==> src/pkg/charger_defs.svh <==
// Constants of the charger command and set-point logic
`ifndef CHARGER_DEFS_SVH
`define CHARGER_DEFS_SVH
`define SLAVE_ADDR          7'h09
`define CMD_MODE            8'h12
`define CMD_CURRENT         8'h14
`define CMD_VOLTAGE         8'h15
`define MODE_POR            16'hff54
`define VOLT_POR            16'hfff0
`define VOLT_PRESET         16'hffff
`define CURR_PRESET         16'h00c0
`define CURR_POR            16'h0000
`define MB_INHIBIT          0
`define MB_PRESET           2
`define MB_PACK_MASK        5
`define MB_PFAIL_MASK       6
`define MB_OVERTEMP_HALT_ENABLE         10
`define TRICKLE_MAX         5'h1f
`define DAC_FULL            10'h3ff
`define SEL_GND             2'h0
`define SEL_OPEN            2'h1
`define SEL_RAIL            2'h2
`endif

==> src/pkg/charger_pkg.sv <==
// Types shared by the charger command logic
package charger_pkg;
    typedef struct packed {
        logic [7:0]  cmd;
        logic [15:0] data;
    } word_write_t;
    typedef struct packed {
        logic high_gate_drive;
        logic low_gate_drive;
    } gate_t;
endpackage : charger_pkg

==> src/rtl/charger_regs.sv <==
// Charger command registers, status and trickle/DAC drive
// Functional notes
// - Slave only, Write-Word only, never initiates
// - Answer address 0x09, write byte 0x12
// - Command 0x12 loads mode word
// - Mode bit0 inhibits charge, sets flag
// - Mode bit2 presets setpoints, clears alarm and overtemp flags
// - Mode bit5 masks pack-detect edge interrupt
// - Mode bit6 masks power-fail edge interrupt
// - Mode bit10 lets overtemp halt charging
// - No pack forces overtemp_halt_enable enable
// - Command 0x15 loads voltage setpoint
// - Voltage low four bits ignored
// - In range: DAC takes bits 13..4
// - Over range: DAC full, flag set
// - Voltage resets to 0xFFF0
// - No pack restores voltage reset value
// - Command 0x14 loads current setpoint
// - Strap selects maximum current range
// - Trickle source 0..31 mA from word
// - Low compensation comparator stops trickle
// - Clamp activity reads voltage-not-regulating
// - Current 32+ keeps trickle at 31
// - Rail strap: bit5 forces coarse bit0
// - Regulator off: gates at safe levels
`timescale 1ns/10ps
`include "charger_defs.svh"
module charger_regs (
    input  wire logic        CLK,
    input  wire logic        RST,
    input  wire logic        CE,
    input  wire logic        SCL,
    input  wire logic        SDA_IN,
    output logic             SDA_OUT,
    output logic             SDA_OE_N,
    input  wire logic        PACK_DETECTED,
    input  wire logic        POWER_FAIL,
    input  wire logic        OVERTEMP_FLAG,
    input  wire logic        SENSE_UNDERRANGE_FLAG,
    input  wire logic        VOLT_COMP_LOW,
    input  wire logic        CLAMP_ACTIVE,
    input  wire logic [1:0]  SEL_STRAP,
    output logic [15:0]      MODE_CONTROL_WORD,
    output logic [15:0]      VOLTAGE_SETPOINT_WORD,
    output logic [15:0]      CURRENT_SETPOINT_WORD,
    output logic [9:0]       VOLT_DAC,
    output logic             VOLTAGE_OVER_RANGE,
    output logic [5:0]       COARSE_DAC,
    output logic             REGULATOR_ON,
    output logic [4:0]       TRICKLE_SOURCE,
    output logic             CHARGE_OFF_FLAG,
    output logic             ALARM_HALT_FLAG,
    output logic             OVERTEMP_STATUS,
    output logic             VOLT_LOOP_CLAMPED,
    output logic             IRQ_EVENT,
    output logic             HIGH_GATE_DRIVE,
    output logic             LOW_GATE_DRIVE
);
    // ----------------------------------------
    // Pin synchronisers
    // ----------------------------------------
    logic       scl_s, sda_s, pack_s, pfail_s, hot_s, ur_s, low_s, clamp_s;
    logic [1:0] sel_s;
    pin_sync #(.W(10)) u_sync (
        .CLK (CLK),
        .RST (RST),
        .CE  (CE),
        .d   ({SCL, SDA_IN, PACK_DETECTED, POWER_FAIL, OVERTEMP_FLAG,
                SENSE_UNDERRANGE_FLAG, VOLT_COMP_LOW, CLAMP_ACTIVE, SEL_STRAP}),
        .q   ({scl_s, sda_s, pack_s, pfail_s, hot_s, ur_s, low_s, clamp_s, sel_s})
    );

    // ----------------------------------------
    // Bus slave
    // ----------------------------------------
    logic                      wr_valid;
    charger_pkg::word_write_t  wr;
    assign SDA_OUT = 1'b0;
    word_slave u_slave (
        .CLK      (CLK),
        .RST      (RST),
        .CE       (CE),
        .scl      (scl_s),
        .sda      (sda_s),
        .sda_oe_n (SDA_OE_N),
        .wr_valid (wr_valid),
        .wr       (wr)
    );

    // ----------------------------------------
    // Registers
    // ----------------------------------------
    logic [15:0] mode_reg, volt_reg, curr_reg;
    logic        inhibit_reg, alarm_reg, hot_clr_reg, pack_d, pfail_d, irq_reg;
    logic        w_mode, w_volt, w_curr, preset;
    // mode decode; voltage; current; others ignored
    assign w_mode = wr_valid && wr.cmd == `CMD_MODE;
    assign w_volt = wr_valid && wr.cmd == `CMD_VOLTAGE;
    assign w_curr = wr_valid && wr.cmd == `CMD_CURRENT;
    assign preset = w_mode && wr.data[`MB_PRESET];

    always_ff @(posedge CLK) begin
        if (RST) begin
            mode_reg <= `MODE_POR;
        end else if (CE) begin
            if (w_mode) begin
                mode_reg <= wr.data;
            end
            if (!pack_s) begin
                mode_reg[`MB_OVERTEMP_HALT_ENABLE] <= 1'b1;
            end
        end
    end

    always_ff @(posedge CLK) begin
        if (RST) begin
            volt_reg <= `VOLT_POR;
        end else if (CE) begin
            if (!pack_s) begin
                volt_reg <= `VOLT_POR;
            end else if (preset) begin
                volt_reg <= `VOLT_PRESET;
            end else if (w_volt) begin
                volt_reg <= wr.data;
            end
        end
    end

    always_ff @(posedge CLK) begin
        if (RST) begin
            curr_reg <= `CURR_POR;
        end else if (CE) begin
            if (preset) begin
                curr_reg <= `CURR_PRESET;
            end else if (w_curr) begin
                curr_reg <= wr.data;
            end
        end
    end

    // ----------------------------------------
    // Status flags
    // ----------------------------------------
    always_ff @(posedge CLK) begin
        if (RST) begin
            inhibit_reg <= 1'b0;
            alarm_reg   <= 1'b0;
            hot_clr_reg <= 1'b0;
        end else if (CE) begin
            if (w_mode) begin
                inhibit_reg <= wr.data[`MB_INHIBIT];
            end
            if (preset) begin
                alarm_reg   <= 1'b0;
                hot_clr_reg <= 1'b1;
            end else if (!hot_s) begin
                hot_clr_reg <= 1'b0;
            end
        end
    end

    always_ff @(posedge CLK) begin
        if (RST) begin
            pack_d  <= 1'b0;
            pfail_d <= 1'b0;
            irq_reg <= 1'b0;
        end else if (CE) begin
            pack_d  <= pack_s;
            pfail_d <= pfail_s;
            irq_reg <= ((pack_s ^ pack_d) && !mode_reg[`MB_PACK_MASK])
                    || ((pfail_s ^ pfail_d) && !mode_reg[`MB_PFAIL_MASK]);
        end
    end

    // ----------------------------------------
    // DAC and trickle drive
    // ----------------------------------------
    logic hot_eff, halt, over, regon;
    logic [5:0] coarse;
    assign hot_eff = hot_s && !hot_clr_reg;
    assign halt = inhibit_reg || alarm_reg
               || (hot_eff && mode_reg[`MB_OVERTEMP_HALT_ENABLE] && !ur_s);
    assign over = volt_reg[15] | volt_reg[14];

    // strap picks coarse field; rail strap bit 5
    always_comb begin
        unique case (sel_s)
            `SEL_GND:  coarse = {curr_reg[9:5], 1'b0};
            `SEL_OPEN: coarse = curr_reg[10:5];
            default:   coarse = {curr_reg[11:7], curr_reg[6] | curr_reg[5]};
        endcase
    end
    assign regon = !halt && (curr_reg[15:5] != 11'h000) && (volt_reg[15:4] != 12'h000);

    always_ff @(posedge CLK) begin
        if (RST) begin
            VOLT_DAC           <= `DAC_FULL;
            VOLTAGE_OVER_RANGE <= 1'b1;
            COARSE_DAC         <= 6'h00;
            REGULATOR_ON       <= 1'b0;
            TRICKLE_SOURCE     <= 5'h00;
        end else if (CE) begin
            // low nibble dropped; in-range mapping; saturate
            VOLT_DAC           <= over ? `DAC_FULL : volt_reg[13:4];
            VOLTAGE_OVER_RANGE <= over;
            REGULATOR_ON       <= regon;
            if (regon) begin
                COARSE_DAC <= coarse;
            end
            // trickle; cap at 31; comparator cut-off; clamp override
            if (halt || (volt_reg[15:4] == 12'h000) || (low_s && !clamp_s)) begin
                TRICKLE_SOURCE <= 5'h00;
            end else if (curr_reg[15:5] != 11'h000) begin
                TRICKLE_SOURCE <= `TRICKLE_MAX;
            end else begin
                TRICKLE_SOURCE <= curr_reg[4:0];
            end
        end
    end

    assign HIGH_GATE_DRIVE = 1'b0;
    assign LOW_GATE_DRIVE  = 1'b0;

    assign MODE_CONTROL_WORD     = mode_reg;
    assign VOLTAGE_SETPOINT_WORD = volt_reg;
    assign CURRENT_SETPOINT_WORD = curr_reg;
    assign CHARGE_OFF_FLAG       = inhibit_reg;
    assign ALARM_HALT_FLAG       = alarm_reg;
    assign OVERTEMP_STATUS       = hot_eff;
    assign VOLT_LOOP_CLAMPED     = clamp_s;
    assign IRQ_EVENT             = irq_reg;
endmodule : charger_regs

==> src/rtl/pin_sync.sv <==
// Two-flop synchroniser for a group of pins
`timescale 1ns/10ps
module pin_sync #(
    parameter int W = 1
) (
    input  wire logic         CLK,
    input  wire logic         RST,
    input  wire logic         CE,
    input  wire logic [W-1:0] d,
    output logic      [W-1:0] q
);
    logic [W-1:0] meta_reg;
    always_ff @(posedge CLK) begin
        if (RST) begin
            meta_reg <= '0;
            q        <= '0;
        end else if (CE) begin
            meta_reg <= d;
            q        <= meta_reg;
        end
    end
endmodule : pin_sync

==> src/rtl/word_slave.sv <==
// Two-wire bus slave that accepts Write-Word transactions
`timescale 1ns/10ps
`include "charger_defs.svh"
module word_slave (
    input  wire logic                  CLK,
    input  wire logic                  RST,
    input  wire logic                  CE,
    input  wire logic                  scl,
    input  wire logic                  sda,
    output logic                       sda_oe_n,
    output logic                       wr_valid,
    output charger_pkg::word_write_t   wr
);
    typedef enum logic [2:0] {
        S_IDLE = 3'b000, S_ADDR = 3'b001, S_CMD = 3'b010,
        S_LO = 3'b011, S_HI = 3'b100, S_WAIT = 3'b101
    } st_t;
    st_t         st_reg;
    logic        scl_d, sda_d, ack_reg, byte_done;
    logic [3:0]  cnt_reg;
    logic [7:0]  sh_reg, cmd_reg, lo_reg;
    logic        rise, fall, start, stop;
    assign rise  = scl & ~scl_d;
    assign fall  = ~scl & scl_d;
    assign start = scl & scl_d & sda_d & ~sda;
    assign stop  = scl & scl_d & ~sda_d & sda;
    assign byte_done = (cnt_reg == 4'h8);
    assign sda_oe_n = ~ack_reg;

    always_ff @(posedge CLK) begin
        if (RST) begin
            scl_d <= 1'b1;
            sda_d <= 1'b1;
        end else if (CE) begin
            scl_d <= scl;
            sda_d <= sda;
        end
    end

    always_ff @(posedge CLK) begin
        if (RST) begin
            st_reg   <= S_IDLE;
            cnt_reg  <= 4'h0;
            sh_reg   <= 8'h00;
            cmd_reg  <= 8'h00;
            lo_reg   <= 8'h00;
            ack_reg  <= 1'b0;
            wr_valid <= 1'b0;
            wr       <= '0;
        end else if (CE) begin
            wr_valid <= 1'b0;
            if (start) begin
                st_reg  <= S_ADDR;
                cnt_reg <= 4'h0;
                ack_reg <= 1'b0;
            end else if (stop) begin
                if (st_reg == S_WAIT) begin
                    wr_valid <= 1'b1;
                    wr.cmd   <= cmd_reg;
                    wr.data  <= {sh_reg, lo_reg};
                end
                st_reg  <= S_IDLE;
                ack_reg <= 1'b0;
            end else if (rise && st_reg != S_IDLE && st_reg != S_WAIT && !byte_done) begin
                sh_reg  <= {sh_reg[6:0], sda};
                cnt_reg <= cnt_reg + 4'h1;
            end else if (fall && byte_done && !ack_reg && st_reg != S_IDLE
                         && st_reg != S_WAIT) begin
                unique case (st_reg)
                    S_ADDR: ack_reg <= (sh_reg == {`SLAVE_ADDR, 1'b0});
                    default: ack_reg <= 1'b1;
                endcase
                if (st_reg == S_ADDR && sh_reg != {`SLAVE_ADDR, 1'b0}) begin
                    st_reg <= S_IDLE;
                end
            end else if (fall && ack_reg) begin
                ack_reg <= 1'b0;
                cnt_reg <= 4'h0;
                unique case (st_reg)
                    S_ADDR: st_reg <= S_CMD;
                    S_CMD: begin
                        cmd_reg <= sh_reg;
                        st_reg  <= S_LO;
                    end
                    S_LO: begin
                        lo_reg <= sh_reg;
                        st_reg <= S_HI;
                    end
                    S_HI:   st_reg <= S_WAIT;
                    default: st_reg <= S_IDLE;
                endcase
            end
        end
    end
endmodule : word_slave

==> config.mk <==
export PLATFORM = sky130hd
export DESIGN_NAME = charger_regs
export DESIGN_NICKNAME = d
export VERILOG_FILES = /design/src/pkg/charger_pkg.sv /design/src/rtl/charger_regs.sv /design/src/rtl/pin_sync.sv /design/src/rtl/word_slave.sv
export VERILOG_INCLUDE_DIRS = /design/src /design/src/pkg
export SDC_FILE = /design/constraint.sdc
export NUM_CORES = 1
export LEC_CHECK = 0
export ABC_AREA = 1
export BUFFER_PORTS_ARGS = -buffer_cell sky130_fd_sc_hd__buf_2
export CAP_MARGIN = 20
export CELL_PAD_IN_SITES_DETAIL_PLACEMENT = 0
export CELL_PAD_IN_SITES_GLOBAL_PLACEMENT = 1
export CORE_ASPECT_RATIO = 0.75
export CORE_MARGIN = 2
export CORE_UTILIZATION = 41
export CTS_BUF_LIST = sky130_fd_sc_hd__clkbuf_16
export DETAILED_ROUTE_END_ITERATION = 8
export PLACE_DENSITY = 0.91
export SYNTH_ARGS = -nofsm -noshare
export SYNTH_HDL_FRONTEND = slang
export SYNTH_HIERARCHICAL = 1
export SYNTH_SLANG_ARGS = --single-unit
==> constraint.sdc <==
create_clock -name CLK -period 2.02 [get_ports CLK]
set_clock_uncertainty 0.05 [all_clocks]
set_input_delay 0.202 -clock CLK [delete_from_list [all_inputs] [get_ports CLK]]
set_output_delay 0.202 -clock CLK [all_outputs]
set_load 0.01 [all_outputs]
# Word level (Yosys, flattened, before mapping)

Cells that the tools add are included.

Bits in registers: 155
Output and inout bits: 80
Word-level logic and storage cells: 156

Add/sub/neg operators: 1
Eq/ne operators: 20
Multiplexer cells: 34
Bitwise logic cells: 20
Reductions and logical operators: 54

Operator list:

| cell                                                            | number |
|---|---|
| 16-bit two-way mux                                              | 5 |
| 8-bit by 5-bit == test with 1-bit output, second input constant | 4 |
| 1-bit logical AND                                               | 21 |
| 4-bit two-way mux                                               | 5 |
| 3-bit two-way mux                                               | 6 |
| 4-bit AND reduction                                             | 4 |
| 7-bit AND reduction                                             | 2 |
| 12-bit zero test                                                | 1 |
| 1-bit two-way mux                                               | 12 |
| 3-bit one-hot mux with 4 select lines                           | 1 |
| 6-bit one-hot mux with 2 select lines                           | 1 |
| 2-bit AND reduction                                             | 6 |
| 12-bit nonzero test                                             | 1 |
| 11-bit two-way mux                                              | 1 |
| 11-bit nonzero test                                             | 1 |
| 10-bit two-way mux                                              | 1 |
| 5-bit two-way mux                                               | 2 |
| 1-bit NOT                                                       | 9 |
| 1-bit zero test                                                 | 8 |
| 8-bit by 5-bit != test with 1-bit output, second input constant | 1 |
| 1-bit AND                                                       | 7 |
| 3-bit by 2-bit == test with 1-bit output, second input constant | 2 |
| 3-bit == test, second input constant                            | 2 |
| 3-bit by 1-bit != test with 1-bit output, second input constant | 2 |
| 16 further kinds                                                | 24 |

# Logic depth before layout (Yosys ltp)

Gate-level depths: netlist (run 1).

Depth in word-level cells: 10
Mapped depth: 11
Depth with buffers taken out: 11

# By module

The synthesis (run 1) kept the hierarchy.

By module, submodules not included:

| module       | instances | cells an instance | area an instance (um2) | sequential area each (um2) |
|---|---|---|---|---|
| charger_regs | 1         | 474               | 3422.0                 | 1501.4 |
| word_slave   | 1         | 316               | 2383.5                 | 1181.1 |
| pin_sync     | 1         | 127               | 834.6                  | 400.4 |

# Least setup slack after synthesis (run 1)

OpenSTA, ideal clock, no wires.

Path kind: flip-flop to flip-flop
Start point: reg u_slave.cnt_reg[0]
End point: reg u_slave.sh_reg[3]
Setup time: 122 ps
Arrival: 1322 ps
Data required time: 1848 ps
Slack: 526 ps
Stages on the path, launching flop included: 10
Period minus slack after synthesis: 1494 ps
Cell sequence: dfxtp_1 inv_1 ha_1 nand3_1 nand3_1 nor2_4 nand2_2 buf_6 o21ai_0 a21oi_1

Longest elaborated chain between the ends: 4

Ends and longest elaborated chain:

| what                          | line             | source |
|---|---|---|
| start: declaration            | word_slave.sv:20 | `logic [3:0] cnt_reg;` |
| start signal: assignment      | word_slave.sv:66 | `cnt_reg <= cnt_reg + 4'h1;` |
| 4-bit == test                 | word_slave.sv:27 | `assign byte_done = (cnt_reg == 4'h8);` |
| 1-bit zero test               | word_slave.sv:64 | `end else if (rise && st_reg != S_IDLE && st_reg != S_WAIT && !byte_done) begin` |
| 1-bit logical AND             | word_slave.sv:64 |  |
| 4-bit AND reduction (no line) | n/a              |  |
| end signal: assignment        | word_slave.sv:65 | `sh_reg <= {sh_reg[6:0], sda};` |
| end: declaration              | word_slave.sv:21 | `logic [7:0] sh_reg, cmd_reg, lo_reg;` |

No other way between the ends.
A chain may end at the register's enable or synchronous reset.

# Worst setup path in the final report (run 1)

Start point: reg u_slave.cnt_reg[0]
End point: reg u_slave.sh_reg[1]

Same word-level chain as after synthesis.

==> qor.yml, run 1 <==
synth_area_um2: 6640
endpoint_kind: "register"
synth_area_per_cell_um2: 7.241
syn2layout_area_growth_pct: 17.71
drt_iter0_drc: 433
synthDistinctLibCells: 36
setup_viol: 0
cts.reportedPaths.clkPinSlew_ps: 60
rr_startpoint: "u_slave/cnt_reg[0]"
synth_top_family_by_area: "simple AND/OR/NAND/NOR gates"
worstSetupStartpointType: "register"
core_area_um2: 15920
synth_area_leaders: "dfxtp_1 (46%), nand2_1 (10%), nor2_1 (9.4%)"
firstDrtPassIters: 8
drc: 0
cts_tree: "yes"
worstReg2RegEnd: "u_slave/sh_reg[1]"
async_reset_ff_share_pct: 0
antenna_cells: 0
grt_pass1_vias: 5275
cp.required_ps: 2330
dieWidth_um: 151.0
cts_buffer_depth: 2
final.fill_count: 1589
max_slew_margin_pct: 60.24
die_h_um: 114.2
netlist_instances: 917
synth_top_area_share_pct: 46.43
grt_start_max_net_pins: 56
wl_met1_um: 7855
arrival_ps: 2000
dr.max_layer_used: "met4"
synth-xor-area-share_pct: 0.2638
cts-root-buf: "clkbuf_16"
maxCapViolCount: 0
numClockSinks: 154
synth-simple-area-share_pct: 29.70
placementRows: 40
die_area_um2: 17240
fin_crit_sh_pct: 83.90
hold_depth: 5
htreeDepth: 4
worstSetupPathType: "register to register"
largest_reg_flops: 24
regToRegSetupSlack_ps: 330
rsz0062_at_grt: "false"
grtUsageTotal_pct: 19.55
gp_congestion: 0.8297
port_buffers: 88
slew_violations: 0
synth_compound_area_share_pct: 12.72
finalNetCount: 1008
ys_ff_latch: 154
ant_nets: 0
dp_hpwl_um: 11220
synth_mux_area_share_pct: 0
fin_area_um2: 7816
power_density_nw_per_um2: 910.9
synthAdderAreaFrac_pct: 0.3769
layout-drive-gt1-share_pct: 18.69
top_register: "u_slave/wr"
post_drt_wl_per_cell_um: 13.27
grt.overflow.total: 0
via_count: 5899
start_util_pct: 41.72
worst_pin_slew_ps: 595.8
hold_end: "u_sync/meta_reg[0]"
cts_buffers: 17
p_leak_uw: 0.003585
yosys.area.top_type: "dfxtp_1"
max_clock_freq_ghz: 0.5900
rr_worst_depth: 9
hold_viol_final: 0
status: "completed"
ios: 93
synth-main-ff-cell: "dfxtp_1"
wl_met3_um: 1205
synth_edf_count: 0
antenna_found_initial: 0
hold_class: "input port to register"
dr_wl_met2_um: 6845
clock_latency_ps: 430
cp_max_fo: 11
grt_pass1_wl_um: 26230
vias_per_cell: 4.851
setup_tns_ps: 0
finalCriticalPeriod_ps: 1695
place_area_um2: 7156
seq_area_frac_synth_pct: 46.43
min_from: "SEL_STRAP[0]"
totalWireLength_um: 16140
ys_warn_count: 6
peakVddDrop_mv: 0.5120
==> power breakdown <==
part / switching [µW] / internal, µW / leakage (µW)
clock: 1290 / 2190 / 0.000307
sequential: 62.7 / 3120 / 0.00125
combinational: 294 / 161 / 0.00203
total: 1650 / 5470 / 0.00359
==> kinds of logic after synthesis <==
| group | after synthesis |
|---|---|
| adders and majority gates | 2 |
| xor gates and xnor gates | 2 |
| other | 1 |
| and+or+nand+nor | 456 |
| buffers and inverters | 149 |
| AOI/OAI and AO/OA | 153 |
| DFF | 154 |
==> layout make-up <==
class	instances	area, µm²	share of cell area (%)
flip-flops and latches	154	3083	39.44
multi-input cells	617	2874	36.77
repair buffers	100	558.0	7.139
clock buffers	17	425.4	5.443
inverters	103	387.9	4.962
well taps	210	262.8	3.362
clock inverters	15	225.2	2.881
==> cells in the final DEF (no fill, tap or decap), types with 10 or more instances in the layout <==
cell type  instances
nand2_1          183
nor2_1           167
dfxtp_1          154
inv_1             88
buf_2             88
nand3_1           67
o21ai_0           66
a21oi_1           56
clkbuf_16         17
nand2_2           15
inv_2             13
o211ai_1          12
a21oi_2           10
==> layer usage <==
metal / vias up / GRT usage (%)
li1: 3045 / -
met1: 2656 / 27.82
met2: 180 / 28.79
met3: 18 / 4.821
met4: 0 / 7.040
met5: - / 0
==> metrics by stage <==
stage	hold slack, ps	cells	utilization, %	worst slack [ps]	total power (µW)
floorplan	221.1	920	-	526.0	3574
global placement	385.7	1183	44.96	385.2	3696
detailed placement	385.8	1183	44.96	323.9	3701
CTS	4.179	1216	49.11	308.9	7186
global route	33.20	1216	49.11	138.1	7382
finish	20.42	1216	49.11	325.2	7120
==> how the worst max path moves through the flow <==
stage | depth (start not counted) | end | slack (ps) | start
after global placement | 9 | u_slave/sh_reg[4] | 390 | u_slave/cnt_reg[0]
after floorplan | 9 | u_slave/sh_reg[3] | 530 | u_slave/cnt_reg[0]
final | 9 | u_slave/sh_reg[1] | 330 | u_slave/cnt_reg[0]
after detailed placement | 9 | u_slave/sh_reg[1] | 320 | u_slave/cnt_reg[0]
after CTS | 9 | u_slave/sh_reg[1] | 310 | u_slave/cnt_reg[0]
after global routing | 9 | u_slave/sh_reg[1] | 140 | u_slave/cnt_reg[0]
==> repair_timing <==
action | CTS | global route
buffers inserted | 0 | 0
gates resized for setup | 0 | 0
setup endpoints to repair | 0 | 0
hold buffers | 1 | 0
hold endpoints to repair | 1 | 0
==> critical path: stages (launching register included) <==
cell and delay (ps):
dfxtp_1 350, inv_1 80, ha_1 210, nand3_1 110, nand3_1 120, nor2_4 190, nand2_2 170, inv_2 140
o21ai_0 90, a21oi_1 130
==> Yosys cell counts, drive strengths merged, types with 5 or more instances <==
library cell	number
o211ai	12
nand2	200
o21ai	68
buf	30
dfxtp	154
inv	101
clkbuf	16
o22ai	5
nor2	175
a21oi	66
nand3	72
nor3	6
(Power assumes the default switching activity.)
==> run 2, diff against run 1 <==
--- a/config.mk
+++ b/config.mk
@@ -13,10 +13,10 @@
 export CELL_PAD_IN_SITES_GLOBAL_PLACEMENT = 1
 export CORE_ASPECT_RATIO = 0.75
 export CORE_MARGIN = 2
-export CORE_UTILIZATION = 41
+export CORE_UTILIZATION = 37
 export CTS_BUF_LIST = sky130_fd_sc_hd__clkbuf_16
 export DETAILED_ROUTE_END_ITERATION = 8
-export PLACE_DENSITY = 0.91
+export PLACE_DENSITY = 0.87
 export SYNTH_ARGS = -nofsm -noshare
 export SYNTH_HDL_FRONTEND = slang
 export SYNTH_HIERARCHICAL = 1
==> constraint.sdc (replaced) <==
create_clock -name CLK -period 1.5 [get_ports CLK]
set_clock_uncertainty 0.05 [all_clocks]
set_input_delay 0.15 -clock CLK [delete_from_list [all_inputs] [get_ports CLK]]
set_output_delay 0.15 -clock CLK [all_outputs]
set_load 0.01 [all_outputs]
==> run 2 against run 1 <==
First-iteration DRC count increased by 31%. Cell count increased by 8.3%. Register-to-register slack got worse by 300 ps. Sequential cell count unchanged. Clock power increased by 23%. Worst setup slack got worse by 300 ps. Sequential power increased by 34%. Non-clock buffer count increased by 67. Critical path depth decreased by 2. Largest power group unchanged.
==> qor.yml, run 2 (synthesis gave the netlist of run 1 again) <==
fin_crit_sh_pct: 98.60  # was 83.90%
ios: 93  # unchanged
power.total_uw: 9340  # was 7120 µW
top_usage_layer: "met2"  # unchanged
firstDrtPassIters: 5  # was 8
p_leak_uw: 0.004050  # was 0.003585 µW
cp_max_fo: 6  # was 11
cts-root-buf: "clkbuf_16"  # unchanged
start_util_pct: 37.72  # was 41.72%
hold_depth: 2  # was 5
die_h_um: 120.0  # was 114.2 µm
final_common_cell: "nand2_1"  # unchanged
grt_pass1_vias: 5585  # was 5275
via_count: 6210  # was 5899
regToRegSetupSlack_ps: 20  # was 330 ps
p_int_uw: 7095  # was 5471 µW
switching_share_pct: 24.03  # was 23.16%
seq_power_share_pct: 45.7  # was 44.7%
numClockSinks: 154  # unchanged
cts.reportedPaths.clkPinSlew_ps: 60  # about the same
power_density_nw_per_um2: 1063  # was 910.9 nW/µm²
totalWireLength_um: 17990  # was 16140 µm
antenna_found_initial: 0  # unchanged
rr_worst_depth: 7  # was 9
setup_tns_ps: 0  # unchanged
worstReg2RegEnd: "MODE_CONTROL_WORD[15]"  # was u_slave/sh_reg[1]
cts_buffers: 17  # unchanged
max_stage_delay_ps: 320  # was 350 ps
grt_start_max_net_pins: 56  # unchanged
clkPwrFrac_pct: 45.9  # was 48.9%
cts_tree: "yes"  # unchanged
rsz0062_at_grt: "true"  # was false
worst_pin_slew_ps: 548.6  # was 595.8 ps
finalNetCount: 1077  # was 1008
port_buffers: 88  # unchanged
ant_nets: 0  # unchanged
crit_chain: "inv_2 > nand3_2 > nor2_4 > buf_6 > nand3_4 > clkbuf_16 > o211ai_1"  # was inv_1 > ha_1 > nand3_1 > nand3_1 > nor2_4 > nand2_2 > inv_2 > o21ai_0 > a21oi_1
max_clock_freq_ghz: 0.6762  # was 0.5900 GHz
slowest_stage: "dfxtp_2"  # was dfxtp_1
max_slew_margin_pct: 63.39  # was 60.24%
grt_pass1_wl_um: 27680  # was 26230 µm
grt.overflow.total: 0  # unchanged
finalCriticalPeriod_ps: 1479  # was 1695 ps
endpoint_kind: "register"  # unchanged
vias_per_cell: 4.715  # was 4.851
clock_latency_ps: 430  # about the same
whs_ps: 17.67  # was 20.42 ps
cp.required_ps: 1790  # was 2330 ps
setup_viol: 0  # unchanged
layout_common_cells: "nand2_1 (168), nor2_1 (161), dfxtp_1 (141)"  # was nand2_1 (183), nor2_1 (167), dfxtp_1 (154)
grtUsageTotal_pct: 18.66  # was 19.55%
slew_violations: 0  # unchanged
dp_hpwl_um: 11890  # was 11220 µm
htreeDepth: 4  # unchanged
peakVddDrop_mv: 0.4768  # was 0.5120 mV
largest_reg_flops: 24  # unchanged
min_from: "RST"  # was SEL_STRAP[0]
drt_iter0_drc: 566  # was 433
arrival_ps: 1770  # was 2000 ps
worstSetupPathType: "register to register"  # unchanged
met2_usage_pct: 28.03  # was 28.79%
syn2layout_area_growth_pct: 32.35  # was 17.71%
top_register: "u_slave/wr"  # unchanged
maxCapViolCount: 0  # unchanged
hold_class: "input port to register"  # unchanged
die_area_um2: 19040  # was 17240 µm²
layout-drive-gt1-share_pct: 28.37  # was 18.69%
setup_ws_ps: 21.05  # was 325.2 ps
worstSetupStartpointType: "register"  # unchanged
antenna_cells: 0  # unchanged
hold_end: "CURRENT_SETPOINT_WORD[14]"  # was u_sync/meta_reg[0]
p_switching_uw: 2245  # was 1649 µW
dieWidth_um: 158.7  # was 151.0 µm
cts_buffer_depth: 2  # unchanged
drc: 0  # unchanged
place_ws_ps: -68.23  # was 323.9 ps
grtUsageMet1_pct: 26.15  # was 27.82%
power_frac_comb_pct: 8.3  # was 6.4%
placementRows: 42  # was 40
hold_viol_final: 0  # unchanged
status: "completed"  # unchanged
post_drt_wl_per_cell_um: 13.66  # was 13.27 µm
fin_util_pct: 49.92  # was 49.11%
grt_use_met3_pct: 4.514  # was 4.821%
gp_congestion: 0.8293  # was 0.8297
rr_startpoint: "u_slave/wr[19]"  # was u_slave/cnt_reg[0]
core_area_um2: 17600  # was 15920 µm²
[run 2: worst max path at each step]
stage | from | to | slack (ps)
after floorplan | u_slave/cnt_reg[0] | u_slave/sh_reg[3] | 6
after detailed placement | u_slave/cnt_reg[0] | u_slave/sh_reg[0] | -70
final | u_slave/wr[19] | MODE_CONTROL_WORD[15] | 20
after global routing | u_slave/wr[19] | CURRENT_SETPOINT_WORD[6] | -60
after global placement | u_slave/cnt_reg[0] | u_slave/sh_reg[4] | 9
after CTS | u_sync/q[9] | u_slave/cnt_reg[1] | 2
[run 2: through the flow]
step | cells | area [µm²]
3_5_place_dp | 1257 | 7561
4_1_cts | 1301 | 8297
5_1_grt | 1317 | 8788
3_3_place_gp | 1257 | 7561
6_report | 1317 | 8788
2_1_floorplan | 920 | 6651
[run 2: final cells by class]
type                       instances  area [µm²]
clock buffer                      17       425.4
multi-input combinational        619        3123
clock inverter                    15       158.9
inverter                         103       402.9
sequential                       154        3102
fill                            1721        8816
timing repair buffer             167        1274
tap                              242       302.8
[run 2: what timing repair did]
item / CTS / global route
gates cloned: 1 / 6
endpoints found under the setup margin: 22 / 70
setup buffers: 1 / 10
hold buffers: 10 / 0
gates resized for setup: 8 / 88
pin swaps: 2 / 29
endpoints found under the hold margin: 10 / 0
[run 2: power by group through the flow]
| stage | logic, µW | registers, µW | clock network, µW |
|---|---|---|---|
| global route | 880 | 4280 | 4560 |
| global placement | 688 | 4360 | 0 |
| finish | 780 | 4270 | 4290 |
| detailed placement | 693 | 4360 | 0 |
| floorplan | 436 | 4380 | 0 |
| CTS | 725 | 4270 | 4360 |
[run 2: worst max-delay path: cells and delay by family, from the launching register on]
family	cells	cell delay, ps
compound gates	1	180
buf+inv	3	390
flops	1	320
simple gates	3	430
[run 2: layer usage]
metal | wire length (µm) | part of all wire (%) | up-vias
li1 | - | - | 3194
met1 | 8862 | 49 | 2860
met2 | 7814 | 43 | 139
met3 | 1087 | 6.0 | 17
met4 | 223 | 1.2 | 0
met5 | 0 | 0 | -
==> run 3, diff against run 2 <==
--- a/config.mk
+++ b/config.mk
@@ -9,11 +9,10 @@
 export ABC_AREA = 1
 export BUFFER_PORTS_ARGS = -buffer_cell sky130_fd_sc_hd__buf_2
 export CAP_MARGIN = 20
-export CELL_PAD_IN_SITES_DETAIL_PLACEMENT = 0
-export CELL_PAD_IN_SITES_GLOBAL_PLACEMENT = 1
-export CORE_ASPECT_RATIO = 0.75
+export CELL_PAD_IN_SITES_DETAIL_PLACEMENT = 1
+export CELL_PAD_IN_SITES_GLOBAL_PLACEMENT = 2
 export CORE_MARGIN = 2
-export CORE_UTILIZATION = 37
+export CORE_UTILIZATION = 29
 export CTS_BUF_LIST = sky130_fd_sc_hd__clkbuf_16
 export DETAILED_ROUTE_END_ITERATION = 8
 export PLACE_DENSITY = 0.87
==> run 3 against run 2 <==
First-iteration DRC count fell by 58%. Core utilization fell by 11 points. Critical endpoint is now CURRENT_SETPOINT_WORD[7]. Critical path depth rose by 2. Largest cell class unchanged. Clock-buffer cell count did not move.
==> qor.yml, run 3 (synthesis gave the netlist of run 1 again) <==
worstSetupStartpointType: "register"  # unchanged
maxCapViolCount: 0  # unchanged
cts-root-buf: "clkbuf_16"  # unchanged
cts_tree: "yes"  # unchanged
clock_latency_ps: 420  # was 430 ps
finalCriticalPeriod_ps: 1468  # was 1479 ps
cts_buffers: 17  # unchanged
endpoint_kind: "register"  # unchanged
grtUsageTotal_pct: 16.51  # was 18.66%
slew_violations: 0  # unchanged
finalNetCount: 1085  # was 1077
largest_reg_flops: 24  # unchanged
cp.required_ps: 1810  # was 1790 ps
grt_start_max_net_pins: 56  # unchanged
post_drt_wl_per_cell_um: 14.76  # was 13.66 µm
cts_buffer_depth: 2  # unchanged
rsz0062_at_grt: "true"  # unchanged
gp_congestion: 0.8007  # was 0.8293
rr_worst_depth: 9  # was 7
power_density_nw_per_um2: 1028  # was 1063 nW/µm²
drc: 0  # unchanged
dieWidth_um: 155.3  # was 158.7 µm
final_common_cell: "nand2_1"  # unchanged
placementRows: 55  # was 42
setup_viol: 0  # unchanged
whs_ps: 74.60  # was 17.67 ps
vias_per_cell: 4.628  # was 4.715
numClockSinks: 154  # unchanged
max_clock_freq_ghz: 0.6810  # was 0.6762 GHz
fin_util_pct: 39.36  # was 49.92%
top_register: "u_slave/wr"  # unchanged
drt_iter0_drc: 240  # was 566
p_leak_uw: 0.004049  # was 0.004050 µW
start_util_pct: 29.42  # was 37.72%
hold_depth: 2  # unchanged
worstSetupPathType: "register to register"  # unchanged
status: "completed"  # unchanged
ant_nets: 0  # unchanged
die_h_um: 155.3  # was 120.0 µm
grt.overflow.total: 0  # unchanged
layout_common_cells: "nand2_1 (163), nor2_1 (158), dfxtp_1 (140)"  # was nand2_1 (168), nor2_1 (161), dfxtp_1 (141)
die_area_um2: 24120  # was 19040 µm²
cts.reportedPaths.clkPinSlew_ps: 60  # about the same
core_area_um2: 22570  # was 17600 µm²
regToRegSetupSlack_ps: 30  # was 20 ps
antenna_cells: 0  # unchanged
dp_hpwl_um: 14060  # was 11890 µm
syn2layout_area_growth_pct: 33.79  # was 32.35%
htreeDepth: 4  # unchanged
cp_max_fo: 7  # was 6
grt_pass1_vias: 6191  # was 5585
peakVddDrop_mv: 0.9103  # was 0.4768 mV
firstDrtPassIters: 4  # was 5
dp.cells: 1310  # was 1257
final_cells: 1366  # was 1317
via_count: 6322  # was 6210
hold_class: "input port to register"  # unchanged
fin_crit_sh_pct: 97.90  # was 98.60%
layout-drive-gt1-share_pct: 29.23  # was 28.37%
antenna_found_initial: 0  # unchanged
totalWireLength_um: 20160  # was 17990 µm
port_buffers: 88  # unchanged
arrival_ps: 1780  # was 1770 ps
ios: 93  # unchanged
hold_viol_final: 0  # unchanged
grt_pass1_wl_um: 31600  # was 27680 µm
[run 3: worst max-delay path, cell delays in order (launching register included)]
cell and delay (ps):
dfxtp_2 320, inv_2 60, nand3_2 90, nor2_4 210
nand4_4 130, buf_12 180, buf_12 140, nand2_4 60
nand2_2 50, a21oi_2 120
[run 3: power breakdown]
part           switching (µW)  total (µW)  internal (µW)  leakage [µW]
Combinational             486         815            329       0.00252
Clock                    1660        4040           2380      0.000265
Sequential               75.8        4270           4200       0.00126
Total                    2220        9130           6910       0.00405
[run 3: per-layer routing]
metal	global-route usage, %	vias to the layer above	wire length [µm]
met2	28.49	69	10200
met1	20.82	3038	9118
li1	-	3198	-
met5	0	-	0
met4	5.330	0	287
met3	3.148	17	555
[run 3: through the flow]
| step | power (µW) | setup TNS, ps | worst slack (ps) | instance area, µm² |
|---|---|---|---|---|
| 2_1_floorplan | 4812 | 0 | 6.028 | 6651 |
| 3_3_place_gp | 5080 | -228.5 | -57.78 | 7715 |
| 3_5_place_dp | 5094 | -1332 | -148.1 | 7715 |
| 4_1_cts | 9150 | -5.103 | -5.103 | 8416 |
| 5_1_grt | 9511 | -1087 | -68.68 | 8884 |
| 6_report | 9129 | 0 | 31.55 | 8884 |
[run 3: final timing paths]
path,from,endpoint
min,RST,u_slave/cnt_reg[1]
max,u_slave/wr[19],CURRENT_SETPOINT_WORD[7]
max reg2reg,u_slave/wr[19],CURRENT_SETPOINT_WORD[7]
min reg2reg,VOLTAGE_OVER_RANGE,VOLTAGE_OVER_RANGE
[run 3: repair_timing]
action,CTS,global route
endpoints found under the hold margin,10,0
resized for setup,15,91
hold buffers,10,0
pin swaps,3,31
gates cloned,0,6
buffers inserted,2,8
setup endpoints to repair,25,88
[run 3: final cells by class]
type	instances	area, µm²
sequential	154	3105
fill	2810	13690
timing repair inverter	1	7.507
timing repair buffer	175	1354
multi-input combinational	618	3119
clock buffer	17	425.4
inverter	103	404.1
clock inverter	13	111.4
tap	285	356.6
